**src/rtl/ambient_light_regs.vh**
```
// Register map, field positions, reset values and timing for the ambient light slice
`ifndef AMBIENT_LIGHT_REGS_VH
`define AMBIENT_LIGHT_REGS_VH

// Register addresses
`define ALS_ADDR_PARAM 8'h84
`define ALS_ADDR_RES_HI 8'h85
`define ALS_ADDR_RES_LO 8'h86

// Parameter register fields
`define ALS_CONT_BIT 7
`define ALS_RATE_MSB 6
`define ALS_RATE_LSB 4
`define ALS_OFFS_BIT 3
`define ALS_AVG_MSB 2
`define ALS_AVG_LSB 0

// Reset values: continuous off, 1 sample/s, offset comp on, 32 conversions
`define ALS_PARAM_RESET 8'h0d
`define ALS_RESULT_RESET 16'h0000
`define ALS_READ_UNMAPPED 8'h00

// Serial bus 7-bit device address (value arbitrary)
`define ALS_BUS_ADDR 7'h2a

// Timing: sample rate base period in seconds, clock in Hz
`define ALS_RATE_BASE_S 1
`define ALS_CLK_HZ 25000000

`endif

```
**src/rtl/ambient_average.v**
```verilog
// Offset measurement and power-of-two averaging of ambient conversions
`timescale 1ns/1ps
`default_nettype none
`include "ambient_light_regs.vh"

module ambient_average (
    // Clock and reset
    input wire mclk,
    input wire srst,
    // Control
    input wire start,
    input wire offset_en,
    input wire [2:0] avg_exp,
    output reg busy,
    output reg done,
    output reg [15:0] result,
    // Converter handshake
    output reg conv_req,
    output reg conv_offset,
    input wire adc_valid,
    input wire [15:0] adc_data
);
    localparam ST_IDLE = 2'd0;
    localparam ST_OFFS = 2'd1;
    localparam ST_CONV = 2'd2;

    reg [1:0] st_q;
    reg [2:0] exp_q;
    reg offs_q;
    reg [15:0] offset_q;
    reg [22:0] acc_q;
    reg [7:0] left_q;
    wire [22:0] acc_d;
    wire [22:0] avg_full;
    wire [15:0] avg;

    assign acc_d = acc_q + {7'h00, adc_data};
    assign avg_full = acc_d >> exp_q;
    assign avg = avg_full[15:0];

    always @(posedge mclk) begin
        if (srst) begin
            st_q <= ST_IDLE;
            exp_q <= 3'h0;
            offs_q <= 1'b0;
            offset_q <= 16'h0000;
            acc_q <= 23'h000000;
            left_q <= 8'h00;
            busy <= 1'b0;
            done <= 1'b0;
            result <= `ALS_RESULT_RESET;
            conv_req <= 1'b0;
            conv_offset <= 1'b0;
        end else begin
            done <= 1'b0;
            conv_req <= 1'b0;
            case (st_q)
                ST_IDLE: begin
                    if (start) begin
                        // Settings are frozen for the whole cycle
                        exp_q <= avg_exp;
                        offs_q <= offset_en;
                        offset_q <= 16'h0000;
                        acc_q <= 23'h000000;
                        left_q <= 8'h01 << avg_exp;
                        busy <= 1'b1;
                        conv_req <= 1'b1;
                        conv_offset <= offset_en;
                        st_q <= offset_en ? ST_OFFS : ST_CONV;
                    end
                end
                ST_OFFS: begin
                    if (adc_valid) begin
                        offset_q <= adc_data;
                        conv_req <= 1'b1;
                        conv_offset <= 1'b0;
                        st_q <= ST_CONV;
                    end
                end
                ST_CONV: begin
                    if (adc_valid) begin
                        acc_q <= acc_d;
                        left_q <= left_q - 8'h01;
                        if (left_q == 8'h01) begin
                            // Offset above the average clamps to zero, never wraps
                            result <= (avg > offset_q) ? avg - offset_q : 16'h0000;
                            done <= 1'b1;
                            busy <= 1'b0;
                            st_q <= ST_IDLE;
                        end else begin
                            conv_req <= 1'b1;
                        end
                    end
                end
                default: st_q <= ST_IDLE;
            endcase
        end
    end
endmodule // ambient_average

`default_nettype wire

```
**src/rtl/ambient_light_slice.v**
```verilog
// Ambient light parameter and result registers behind the two-wire serial bus
// Overview of operation
// - The parameter register sits at address 84h and the host can read and write all fields.
// - Bit 7 turns continuous conversion on when 1 and off when 0, off after reset.
// - With the offset bit set (default) an offset is measured before each reading and subtracted.
// - Averaging value n runs 2 to the n conversions per cycle and reports their average.
// - After reset the averaging field is 101, meaning 32 conversions.
// - Parameter writes during a self-timed run take effect only after the mode is cycled.
// - The 16-bit result shows its upper byte at 85h and lower byte at 86h.
// - Both result bytes are read-only and host writes leave them unchanged.
`timescale 1ns/1ps
`default_nettype none
`include "ambient_light_regs.vh"

module ambient_light_slice #(
    parameter CYC_PER_SEC = `ALS_CLK_HZ * `ALS_RATE_BASE_S
) (
    // Clock and reset
    input wire mclk,
    input wire srst,
    // Two-wire serial bus, open drain
    input wire scl_i,
    input wire sda_i,
    output reg sda_o,
    output reg sda_oe,
    // Measurement sequencer links
    input wire selftimed_en,
    input wire ambient_en,
    input wire ambient_single_shot_trigger,
    output reg single_shot_done,
    output reg ambient_ready,
    // Converter handshake
    output wire conv_req,
    output wire conv_offset,
    input wire adc_valid,
    input wire [15:0] adc_data
);
    localparam BS_IDLE = 3'd0;
    localparam BS_ADDR = 3'd1;
    localparam BS_PTR = 3'd2;
    localparam BS_WDATA = 3'd3;
    localparam BS_RDATA = 3'd4;

    reg scl_s1_q, scl_s2_q, scl_s3_q;
    reg sda_s1_q, sda_s2_q, sda_s3_q;
    reg [2:0] bs_q;
    reg [3:0] bit_q;
    reg [7:0] rx_q;
    reg [7:0] tx_q;
    reg [7:0] ptr_q;
    reg rw_q;
    reg nack_q;
    reg [7:0] param_q;
    reg [7:0] active_q;
    reg [15:0] result_q;
    reg [31:0] rate_cnt_q;
    reg trig_q;
    reg cont_run_q;
    reg od_first_q;
    reg start_q;
    wire scl_rise, scl_fall, bus_start, bus_stop;
    wire periodic, eng_busy, eng_done;
    wire [15:0] eng_result;
    wire [7:0] rd_byte;

    // Cycles between periodic samples for a rate code
    function [31:0] rate_period;
        input [2:0] code;
        begin
            case (code)
                3'h0: rate_period = CYC_PER_SEC / 1;
                3'h1: rate_period = CYC_PER_SEC / 2;
                3'h2: rate_period = CYC_PER_SEC / 3;
                3'h3: rate_period = CYC_PER_SEC / 4;
                3'h4: rate_period = CYC_PER_SEC / 5;
                3'h5: rate_period = CYC_PER_SEC / 6;
                3'h6: rate_period = CYC_PER_SEC / 8;
                default: rate_period = CYC_PER_SEC / 10;
            endcase
        end
    endfunction

    function [7:0] read_mux;
        input [7:0] a;
        begin
            case (a)
                `ALS_ADDR_PARAM: read_mux = param_q;
                `ALS_ADDR_RES_HI: read_mux = result_q[15:8];
                `ALS_ADDR_RES_LO: read_mux = result_q[7:0];
                default: read_mux = `ALS_READ_UNMAPPED;
            endcase
        end
    endfunction

    assign scl_rise = scl_s2_q & ~scl_s3_q;
    assign scl_fall = ~scl_s2_q & scl_s3_q;
    assign bus_start = scl_s2_q & scl_s3_q & ~sda_s2_q & sda_s3_q;
    assign bus_stop = scl_s2_q & scl_s3_q & sda_s2_q & ~sda_s3_q;
    assign periodic = selftimed_en & ambient_en;
    assign rd_byte = read_mux(ptr_q);

    always @(posedge mclk) begin
        if (srst) begin
            scl_s1_q <= 1'b1;
            scl_s2_q <= 1'b1;
            scl_s3_q <= 1'b1;
            sda_s1_q <= 1'b1;
            sda_s2_q <= 1'b1;
            sda_s3_q <= 1'b1;
        end else begin
            scl_s1_q <= scl_i;
            scl_s2_q <= scl_s1_q;
            scl_s3_q <= scl_s2_q;
            sda_s1_q <= sda_i;
            sda_s2_q <= sda_s1_q;
            sda_s3_q <= sda_s2_q;
        end
    end

    // Bus slave: sample on rising clock, change data on falling clock
    always @(posedge mclk) begin
        if (srst) begin
            bs_q <= BS_IDLE;
            bit_q <= 4'h0;
            rx_q <= 8'h00;
            tx_q <= 8'h00;
            ptr_q <= 8'h00;
            rw_q <= 1'b0;
            nack_q <= 1'b0;
            sda_o <= 1'b0;
            sda_oe <= 1'b0;
            param_q <= `ALS_PARAM_RESET;
        end else if (bus_start) begin
            bs_q <= BS_ADDR;
            // Clock fall that closes the start is no bit: it wraps the count to 0
            bit_q <= 4'hf;
            sda_oe <= 1'b0;
        end else if (bus_stop) begin
            bs_q <= BS_IDLE;
            sda_oe <= 1'b0;
        end else if (bs_q != BS_IDLE) begin
            if (scl_rise) begin
                if (bit_q == 4'h8)
                    nack_q <= sda_s2_q;
                else
                    rx_q <= {rx_q[6:0], sda_s2_q};
            end else if (scl_fall) begin
                if (bit_q == 4'h7) begin
                    bit_q <= 4'h8;
                    sda_oe <= 1'b0;
                    case (bs_q)
                        BS_ADDR: begin
                            if (rx_q[7:1] == `ALS_BUS_ADDR) begin
                                rw_q <= rx_q[0];
                                sda_oe <= 1'b1;
                            end else begin
                                bs_q <= BS_IDLE;
                            end
                        end
                        BS_PTR: begin
                            ptr_q <= rx_q;
                            sda_oe <= 1'b1;
                        end
                        BS_WDATA: begin
                            // Result addresses fall through: writes there are dropped
                            if (ptr_q == `ALS_ADDR_PARAM)
                                param_q <= rx_q;
                            ptr_q <= ptr_q + 8'h01;
                            sda_oe <= 1'b1;
                        end
                        default: sda_oe <= 1'b0;
                    endcase
                end else if (bit_q == 4'h8) begin
                    bit_q <= 4'h0;
                    sda_oe <= 1'b0;
                    if ((bs_q == BS_ADDR && rw_q) || (bs_q == BS_RDATA && !nack_q)) begin
                        bs_q <= BS_RDATA;
                        tx_q <= {rd_byte[6:0], 1'b0};
                        sda_oe <= ~rd_byte[7];
                        ptr_q <= ptr_q + 8'h01;
                    end else if (bs_q == BS_RDATA) begin
                        bs_q <= BS_IDLE;
                    end else if (bs_q == BS_ADDR) begin
                        bs_q <= BS_PTR;
                    end else begin
                        bs_q <= BS_WDATA;
                    end
                end else begin
                    bit_q <= bit_q + 4'h1;
                    if (bs_q == BS_RDATA) begin
                        sda_oe <= ~tx_q[7];
                        tx_q <= {tx_q[6:0], 1'b0};
                    end
                end
            end
        end
    end

    // Measurement control
    always @(posedge mclk) begin
        if (srst) begin
            active_q <= `ALS_PARAM_RESET;
            rate_cnt_q <= 32'h00000000;
            trig_q <= 1'b0;
            cont_run_q <= 1'b0;
            od_first_q <= 1'b0;
            start_q <= 1'b0;
            result_q <= `ALS_RESULT_RESET;
            single_shot_done <= 1'b0;
            ambient_ready <= 1'b0;
        end else begin
            trig_q <= ambient_single_shot_trigger;
            start_q <= 1'b0;
            single_shot_done <= 1'b0;
            ambient_ready <= 1'b0;
            // Shadow copy frozen while a self-timed run is on
            if (!periodic)
                active_q <= param_q;
            if (!periodic) begin
                rate_cnt_q <= 32'h00000000;
            end else if (rate_cnt_q == 32'h00000000) begin
                start_q <= ~eng_busy;
                rate_cnt_q <= rate_period(active_q[`ALS_RATE_MSB:`ALS_RATE_LSB]) - 1;
            end else begin
                rate_cnt_q <= rate_cnt_q - 32'h00000001;
            end
            if (eng_done) begin
                result_q <= eng_result;
                ambient_ready <= 1'b1;
                single_shot_done <= od_first_q;
                od_first_q <= 1'b0;
                if (cont_run_q && active_q[`ALS_CONT_BIT] && !selftimed_en)
                    start_q <= 1'b1;
            end
            // On-demand only outside self-timed mode; after completion so a new start wins
            if (!selftimed_en && ambient_single_shot_trigger && !trig_q && !eng_busy) begin
                start_q <= 1'b1;
                od_first_q <= 1'b1;
                cont_run_q <= active_q[`ALS_CONT_BIT];
            end
            if (!active_q[`ALS_CONT_BIT] || selftimed_en)
                cont_run_q <= 1'b0;
        end
    end

    ambient_average u_avg (
        .mclk(mclk),
        .srst(srst),
        .start(start_q),
        .offset_en(active_q[`ALS_OFFS_BIT]),
        .avg_exp(active_q[`ALS_AVG_MSB:`ALS_AVG_LSB]),
        .busy(eng_busy),
        .done(eng_done),
        .result(eng_result),
        .conv_req(conv_req),
        .conv_offset(conv_offset),
        .adc_valid(adc_valid),
        .adc_data(adc_data)
    );
endmodule // ambient_light_slice

`default_nettype wire

```
**config.mk**
```make
export PLATFORM = sky130hd
export DESIGN_NAME = ambient_light_slice
export DESIGN_NICKNAME = d
export VERILOG_FILES = /design/src/rtl/ambient_average.v /design/src/rtl/ambient_light_slice.v
export VERILOG_INCLUDE_DIRS = /design/src /design/src/rtl
export SDC_FILE = /design/constraint.sdc
export NUM_CORES = 1
export LEC_CHECK = 0
export BUFFER_PORTS_ARGS = -buffer_cell sky130_fd_sc_hd__buf_2
export CORE_MARGIN = 3
export CORE_UTILIZATION = 50
export DETAILED_ROUTE_END_ITERATION = 16
export GPL_ROUTABILITY_DRIVEN = 0
export HOLD_SLACK_MARGIN = 0.05
export PLACE_DENSITY = 0.66
export SLEW_MARGIN = 20
export SYNTH_ARGS = -nofsm -noshare
export SYNTH_HDL_FRONTEND = slang
export SYNTH_HIERARCHICAL = 1
export SYNTH_SLANG_ARGS = --single-unit
```
**constraint.sdc**
```tcl
create_clock -name mclk -period 5.69 [get_ports mclk]
set_clock_uncertainty 0.15 [all_clocks]
set_input_delay 0.2845 -clock mclk [delete_from_list [all_inputs] [get_ports mclk]]
set_output_delay 0.2845 -clock mclk [all_outputs]
set_load 0.005 [all_outputs]
```
# Word level (Yosys, flattened, before mapping)
# Cells that the tools add are included.
[word_totals]
ff_bits = 182
input_bits = 24
elab_cells = 228
[classes]
add_sub_neg = 7
n_lt_le_gt_ge = 1
n_eq_ne = 32
n_shift = 2
mux = 75
n_bitwise = 24
n_reduce_logical = 52
[op_table]
columns = ["operator", "count"]
rows = [
  ["25-bit case mux with 7 select lines", 1],
  ["32-bit 2-to-1 mux", 4],
  ["8-bit 2-to-1 mux", 8],
  ["32-bit by 1-bit subtractor with 32-bit output (second input constant)", 2],
  ["16-bit 2-to-1 mux", 3],
  ["23-bit 2-to-1 mux", 2],
  ["23-bit case mux with 2 select lines", 1],
  ["32-bit logical NOT", 1],
  ["16-bit case mux with 2 select lines", 1],
  ["8-bit case mux with 2 select lines", 2],
  ["8-bit AND reduction", 4],
  ["1-bit 2-to-1 mux", 29],
  ["4-bit 2-to-1 mux", 7],
  ["8-bit == test (second input constant)", 3],
  ["8-bit case mux with 3 select lines", 1],
  ["23-bit by 16-bit adder with 23-bit output", 1],
  ["23-bit by 3-bit right shift with 16-bit output", 1],
  ["16-bit greater-than comparator", 1],
  ["1-bit NOT", 16],
  ["4-bit AND reduction", 4],
  ["2-bit nonzero test", 8],
  ["16-bit subtractor", 1],
  ["3-bit 2-to-1 mux", 5],
  ["3-bit by 2-bit == test with 1-bit output (second input constant)", 4],
  ["35 further kinds", 83],
]

# Longest topological paths before layout
# Gate-level depths: netlist of the first run.
[logic_depth]
depth_word = 11
ltp_mapped = 20
depth_no_buf = 19

# Hierarchy
# The synthesis of the first run kept the hierarchy.
[by_module_without_submodules]
columns = ["mod", "n_inst", "cells_each", "area_per_inst_um2", "seq_area_each_um2"]
rows = [
  ["ambient_average", 1, 738, 5540.3, 1441.4],
  ["ambient_light_slice", 1, 629, 5275.1, 2182.1],
]

# Worst setup path after synthesis of the first run
# Ideal clock, no wire load.
[synth_timing]
path_type = "in2reg"
start = "in adc_data[0]"
end = "reg u_avg.result[12]"
setup_time_ns = 0.122
arrival_ns = 4.496
setup_slack_ns = 0.922
stages = 19
cell_sequence = "ha_1 fa_1 a21o_1 a221oi_1 o21ai_0 xnor2_1 nand2_1 o21ai_0 mux2_2 a21o_1 fa_1 nor2b_1 o21ai_0 a21oi_1 o21ai_0 a211o_1 o21a_1 o2111a_1 a311o_1"
[synth_via]
elab_chain_cells = 4
elab_cells_between_ends = 5
[synth_lines]
columns = ["item", "line_no", "text"]
rows = [
  ["start, declared", "ambient_light_slice.v:36", "input wire [15:0] adc_data"],
  ["23-bit by 16-bit adder with 23-bit output (*)", "ambient_average.v:37", "assign acc_d = acc_q + {7'h00, adc_data};"],
  ["23-bit by 3-bit right shift with 16-bit output (*)", "ambient_average.v:38", "assign avg_full = acc_d >> exp_q;"],
  ["16-bit subtractor / 16-bit greater-than comparator (equally long branches)", "ambient_average.v:86", "result <= (avg > offset_q) ? avg - offset_q : 16'h0000;"],
  ["16-bit 2-to-1 mux (*)", "ambient_average.v:86", ""],
  ["end signal, assigned", "ambient_average.v:51", "result <= `ALS_RESULT_RESET;"],
  ["end signal, assigned", "ambient_average.v:86", ""],
  ["end, declared", "ambient_average.v:16", "output reg [15:0] result,"],
]
# Every way passes the cells marked *; elsewhere a longest branch is shown, timed or not.
# A chain may end at the register's enable or synchronous reset.

# Worst setup path after layout of the first run
[layout_timing]
start = "in adc_data[0]"
end = "reg u_avg.result[15]"
# Same word-level chain as after synthesis.

==> results of run 1 <==
==> synthesized netlist by cell type (4+ instances only) <==
library cell / instances / area [um2]
xnor2_1: 20 / 175
a21boi_0: 4 / 30.0
or3_1: 13 / 81.3
nand2_1: 123 / 462
o21ai_0: 62 / 310
buf_4: 6 / 45.0
and2_1: 5 / 31.3
buf_1: 7 / 26.3
a22oi_1: 18 / 135
nand3b_1: 17 / 128
a222oi_1: 8 / 80.1
nand3_1: 56 / 280
nor3b_1: 10 / 75.1
mux2i_1: 64 / 641
nor3_1: 41 / 205
nand4b_1: 4 / 35.0
o31ai_1: 8 / 60.1
and3_1: 14 / 87.6
or4_1: 4 / 30.0
a31oi_1: 16 / 100
buf_2: 4 / 20.0
a211oi_1: 20 / 150
o21bai_1: 5 / 37.5
inv_1: 44 / 165
mux2_2: 11 / 124
xor2_1: 20 / 175
o21a_1: 8 / 60.1
or2_2: 9 / 56.3
nor2_1: 175 / 657
dfxtp_1: 181 / 3620
a211o_1: 7 / 61.3
a311oi_1: 4 / 35.0
o211ai_1: 13 / 97.6
a31o_2: 4 / 35.0
a21oi_1: 121 / 606
ha_1: 41 / 513
clkbuf_1: 65 / 244
nand2b_1: 16 / 100
nor2b_1: 17 / 106
nor4_1: 15 / 93.8
nand4_1: 7 / 43.8
a21o_1: 11 / 82.6
==> state kept, by name, summed over array words and instances, names as in the netlist, 2 cells and up <==
| register | count |
|---|---|
| param_q | 8 |
| tx_q | 7 |
| rate_cnt_q | 32 |
| u_avg/st_q | 2 |
| u_avg/left_q | 8 |
| u_avg/offset_q | 16 |
| u_avg/acc_q | 23 |
| bs_q | 3 |
| rx_q | 8 |
| ptr_q | 8 |
| u_avg/result | 16 |
| bit_q | 4 |
| active_q | 8 |
| u_avg/exp_q | 3 |
| result_q | 16 |
==> critical path: cells and delay by family <==
kind / cells / cell delay, ns
compound gates: 10 / 2.21
buf+inv: 3 / 0.83
fa+ha+maj: 3 / 1.07
simple gates: 3 / 0.38
mux: 3 / 0.80
==> area by class of cell <==
cell class / count / area share
Multi-Input combinational cell: 1055 / 0.561
Tap cell: 275 / 0.0289
Sequential cell: 181 / 0.304
Inverter: 47 / 0.0148
Clock buffer: 19 / 0.0380
Clock inverter: 13 / 0.0153
Timing Repair Buffer: 64 / 0.0382
==> worst max-delay path by stage <==
stage	startpoint	to	slack, ns	cells after the start
6_report	adc_data[0]	u_avg/result[15]	0.32	22
5_1_grt	adc_data[0]	u_avg/result[6]	0.04	22
4_1_cts	adc_data[0]	u_avg/result[15]	0.11	22
3_5_place_dp	adc_data[0]	u_avg/result[15]	0.23	21
3_3_place_gp	adc_data[0]	u_avg/result[9]	0.40	21
2_1_floorplan	adc_data[0]	u_avg/result[12]	0.92	19
==> power groups by stage <==
| stage | clock network [uW] | registers [uW] | logic, uW |
|---|---|---|---|
| final | 1290 | 1390 | 1530 |
| after global routing | 1360 | 1400 | 1690 |
| after CTS | 1310 | 1390 | 1510 |
| after detailed placement | 0 | 1420 | 1490 |
| after global placement | 0 | 1420 | 1470 |
| after floorplan | 0 | 1400 | 1210 |
==> stage by stage <==
stage / area (um2) / setup slack (ns) / total power (uW) / instances
2_1_floorplan: 10800 / 0.922 / 2610 / 1367
3_3_place_gp: 11100 / 0.401 / 2890 / 1605
3_5_place_dp: 11100 / 0.226 / 2910 / 1605
4_1_cts: 11900 / 0.113 / 4210 / 1654
5_1_grt: 11900 / 0.0438 / 4450 / 1654
6_report: 11900 / 0.317 / 4210 / 1654
==> what timing repair did <==
item                                    4_1_cts  5_1_grt
endpoints found under the setup margin        0       16
hold buffers                                 17        0
hold endpoints to repair                     17        0
resized for setup                             0        5
==> per-layer routing <==
layer  track usage  wire length, um
met5             0                0
met4        0.0836              765
met3        0.0411             1320
met2         0.373            12700
met1         0.316            13100
==> cells by family after synthesis <==
family | Yosys count | share of synthesized area
AOI/OAI and AO/OA | 347 | 0.207
xor gates and xnor gates | 40 | 0.0324
adders and majority gates | 43 | 0.0511
buffers and inverters | 131 | 0.0494
DFF | 181 | 0.335
muxes | 77 | 0.0748
other | 1 | 0.000347
and+or+nand+nor | 547 | 0.250
==> parameters.txt, run 1 <==
Parameter                              Value

Floorplanning
  Vert. Die Dim    153 um
  Area of the core    21,200 um2
  Number of placed I/O pins    30
  Initial core utilization    0.511
  Die Span X    153 um
  Floorplan die area    23,400 um2
  Standard-cell row count    53

STA
  Count of endpoints failing hold in the final timing report    0
  Worst-case hold slack    0.0665 ns
  Measured slew at the worst slew-check pin    1.08 ns
  Slew Viols, Final    0
  Setup repair after global routing missed its margin    false
  Maximum clock frequency    0.186 GHz
  Summed negative setup slack over all endpoints    0 ns
  Shortest clock period the worst path allows after layout    5.37 ns
  Final setup violating endpoints    0
  Max-slew headroom at the worst pin    0.282
  Share of the clock period used by the worst path after layout    0.944

Cells and area
  Layout cell share with drive strength beyond 1    0.0921
  Final antenna diode count    0
  Flip-flop and latch area    3620 um2
  Total area of multi-input combinational cells    6690 um2
  Most frequent standard cell in the layout excluding fill and tap cells    dfxtp_1
  Final Util    0.564
  Total of fill cells in the finished design    2,004
  Layout overhead on the synthesized area    10.2%
  Most frequent cells in the layout    181 x dfxtp_1, 175 x nor2_1, 123 x nand2_1, 120 x a21oi_1, 64 x mux2i_1
  NumNets Final    1,433

Worst setup path
  Ordered cell list for the critical path    dlygate4sd3_1 > buf_2 > ha_1 > fa_1 > a21o_1 > a221oi_4 > o211a_1 > or3_2 > a21oi_1 > mux2_2 > o221ai_1 > mux2i_1 > ha_1 > nand2_1 > o21a_1 > o21ai_0 > a31oi_1 > mux2_2 > a21oi_2 > buf_4 > nand2_1 > o31ai_1
  Required time of the critical path    5.89 ns
  Number of cell instances on the worst register-to-register path    20
  Slowest cell on the critical path    dlygate4sd3_1
  Largest fanout of any net on the critical path    6
  Peak per-stage delay on the critical path    0.53 ns
  Data arrival, critical path    5.57 ns
  FF-to-FF Start    u_avg/acc_q[0]
  Worst R2R End    u_avg/result[15]
  Worst setup path class    in -> reg
  Endpoint kind of the worst setup timing path    flip-flop
  Flop2flop setup slack    0.53 ns
  Kind of launch point of the worst setup path    input port

Placed design
  Count of input and output buffers    28
  Detailed placement HPWL    19,300 um

Drt
  Vias after detailed routing    9,953
  Total length of routed wires    27,900 um
  Average detailed-routed wire length per instance    16.8 um
  Drt drc    0
  Number of nets still failing antenna checks after routing    0
  Number of optimization iterations in the first detailed-route pass    7
  Via-to-Cell Ratio    6.02
  Violation count after the first detailed-route iteration    677

Clocking
  Clk slew on worst S/H paths    0.07 ns
  Count of clock tree sinks    181
  Worst-Skew Late Latency    0.44 ns
  Buffers inserted during post-CTS setup optimization    0
  H-tree Lvls    4
  Num CTS Buffers    17
  Clock Tree Root    clkbuf_16
  TritonCTS clock tree    done
  Clock Path Buffers    2

Min path
  Count of cells along the worst hold path    3
  Hold Crit Endpoint    u_avg/offset_q[14]
  Hold crit path type    in -> reg
  Startpoint of the most critical hold path    adc_data[14]

Power
  Maximum resistive drop on vdd    0.203 mV
  Switching power as a share of total power    0.366
  Sequential Power Share    0.331
  Net Switching    1540 uW
  Areal power density over the cells    353 nW/um2
  Cell-internal power    2670 uW
  Clock share of power    0.306
  Leak pwr    0.00433 uW
  Combinational cell fraction of total power    0.363

GRT
  First-pass GRT wire length    45,800 um
  Tot GR Track Use    0.233
  Number of antenna violations at the first check in global routing    0
  Total global routing overflow    0
  Vias in the first global route    9,249
  Maximum number of pins on one net before global-route repair    80

Synth
  Post-Syn Instances    1,367
  Number of unique standard cell types used by synthesis    87
  Count of yosys warnings during synthesis    6
  Primary FF master, synth    dfxtp_1
  Share of synthesized registers carrying an async set or reset    0
  Nets in the synthesized netlist    1,434
  Synth Register Bits    181
  Post-synth EDFFs    0
  Sequential share of the synthesized area    0.335
  Average cell area after synthesis    7.91 um2
  Area of the mapped netlist    10,800 um2

Run
  Maximum capacitance violations    0

Status
  Result of the run    finished, final reports clean
Power figures use the tool's default switching activity.
==> run 2: changes to the inputs <==
Settings changed: MAX_ROUTING_LAYER set to met4.
Clock period 5.69 ns to 6.5 ns, I/O delays scaled along.
==> run 2 against run 1 <==
Against the previous run:
- clock power shrank 18%
- cell area shrank 1.3%
- critical path depth is the same
- clock-buffer cell count grew 1
==> parameters.txt, run 2 (synthesized netlist as in run 1, its figures left out) <==
Parameter                              Value

Floorplanning
  Floorplan die area    23,400 um2
  Standard-cell row count    53
  Vert. Die Dim    153 um
  Area of the core    21,200 um2
  Die Span X    153 um
  Initial core utilization    0.511
  Number of placed I/O pins    30

Drt
  Via-to-Cell Ratio    6.06
  Drt drc    0
  Average detailed-routed wire length per instance    17.1 um
  Total length of routed wires    28,200 um
  Violation count after the first detailed-route iteration    789
  Vias after detailed routing    9,967
  Number of optimization iterations in the first detailed-route pass    9
  Number of nets still failing antenna checks after routing    0

Worst setup path
  Data arrival, critical path    6.05 ns
  Slowest cell on the critical path    dlygate4sd3_1
  FF-to-FF Start    u_avg/acc_q[0]
  Endpoint kind of the worst setup timing path    flip-flop
  Flop2flop setup slack    0.90 ns
  Largest fanout of any net on the critical path    10
  Kind of launch point of the worst setup path    input port
  Worst setup path class    in -> reg
  Required time of the critical path    6.71 ns
  Ordered cell list for the critical path    dlygate4sd3_1 > buf_2 > ha_1 > fa_1 > a21o_1 > a221oi_1 > o211a_1 > or3_2 > a21oi_1 > mux2_2 > o221ai_1 > mux2i_1 > ha_1 > nand2_1 > o21a_1 > o21ai_0 > a31oi_1 > mux2_2 > a21oi_1 > buf_4 > nand3_1 > a21oi_1
  Critical Path Source    adc_data[0]
  Peak per-stage delay on the critical path    0.53 ns
  Critical Path Most Common Cell    a21oi_1

Placed design
  Count of input and output buffers    28
  Cells after DPL    1,598
  Detailed placement HPWL    19,600 um

STA
  Slew Viols, Final    0
  Setup repair after global routing missed its margin    false
  Max-slew headroom at the worst pin    0.286
  Measured slew at the worst slew-check pin    1.07 ns
  Count of endpoints failing hold in the final timing report    0
  Shortest clock period the worst path allows after layout    5.85 ns
  Share of the clock period used by the worst path after layout    0.899
  Summed negative setup slack over all endpoints    0 ns
  Maximum clock frequency    0.171 GHz
  Final setup violating endpoints    0

Cells and area
  Number of standard cells in the layout, taps in and fillers out    1,644
  Flip-flop count of the largest register, all copies and words added    32
  Most frequent standard cell in the layout excluding fill and tap cells    dfxtp_1
  Most frequent cells in the layout    181 x dfxtp_1, 175 x nor2_1, 123 x nand2_1, 121 x a21oi_1, 64 x mux2i_1
  NumNets Final    1,423
  Layout cell share with drive strength beyond 1    0.0847
  Largest registers    rate_cnt_q (32), u_avg/acc_q (23)
  Register with the highest flop count    rate_cnt_q
  Final antenna diode count    0
  Layout overhead on the synthesized area    8.84%

GRT
  First-pass GRT wire length    46,400 um
  Total global routing overflow    0
  Maximum number of pins on one net before global-route repair    85
  Number of antenna violations at the first check in global routing    0
  Vias in the first global route    9,131
  Tot GR Track Use    0.243

Clocking
  H-tree Lvls    4
  Clk slew on worst S/H paths    0.07 ns
  TritonCTS clock tree    done
  Num CTS Buffers    17
  Clock Tree Root    clkbuf_16
  Worst-Skew Late Latency    0.44 ns
  Buffers inserted during post-CTS setup optimization    0
  Count of clock tree sinks    181
  Clock Path Buffers    2

Min path
  Startpoint of the most critical hold path    adc_data[13]
  Hold crit path type    in -> reg

Power
  Maximum resistive drop on vdd    0.168 mV
  Areal power density over the cells    306 nW/um2
  Leak pwr    0.00426 uW

Status
  Result of the run    finished, final reports clean

Run
  Maximum capacitance violations    0
## run 2: cell count changes in the layout (fill, tap and decap cells not counted), sizes merged
cell         previous run  this run
buf                    47        40
clkinv                  2         7
dlygate4sd3            17        14
inv                    53        50
clkinvlp                2         0
bufinv                  3         2
clkbuf                 19        20
## run 2: repair_timing
action | in CTS | in global routing
hold endpoints to repair | 14 | 0
hold buffers | 14 | 0
resized for setup | 0 | 0
## run 2: worst paths after layout
check / cells after the start / to
max reg2reg: 20 / u_avg/result[5]
min reg2reg: 1 / sda_s2_q
max: 22 / u_avg/result[5]
min: 3 / u_avg/offset_q[13]
## run 2: stage by stage
step | hold slack [ns] | utilization | instance area [um2] | total power [uW] | setup slack, ns
after floorplan | 0.239 | - | 10800 | 2280 | 1.69
after global placement | 0.252 | 0.522 | 11000 | 2520 | 0.888
after detailed placement | 0.248 | 0.522 | 11000 | 2530 | 0.870
after CTS | 0.0636 | 0.556 | 11800 | 3600 | 0.780
after global routing | 0.0805 | 0.556 | 11800 | 3810 | 0.391
final | 0.0872 | 0.556 | 11800 | 3600 | 0.654
## run 2: report_power, final
| part | leakage [uW] | switching [uW] | internal, uW | total [uW] |
|---|---|---|---|---|
| Combinational | 0.00251 | 795 | 517 | 1310 |
| Sequential | 0.00146 | 57.8 | 1160 | 1220 |
| Clock | 0.000293 | 477 | 587 | 1060 |
## run 2: area by class of cell
type	count	area, um2
fillers	1979	9380
multi-input cells	1055	6660
flip-flops and latches	181	3620
clock buffers	20	447
repair buffers	54	373
well taps	275	344
inverters	47	176
clock inverters	12	145
## run 2: layer usage
metal | vias up | global-route usage | wire [um]
li1 | 4902 | - | -
met1 | 4724 | 0.325 | 13000
met2 | 299 | 0.386 | 13300
met3 | 42 | 0.0365 | 1370
met4 | 0 | 0.0666 | 505
met5 | - | - | 0
## run 2: critical path, delay by kind of cell
family                     cells  cell delay, ns
AOI/OAI and AO/OA             10            2.51
adders and majority gates      3            1.08
buffers and inverters          3            0.91
muxes                          3            0.83
and+or+nand+nor                3            0.39
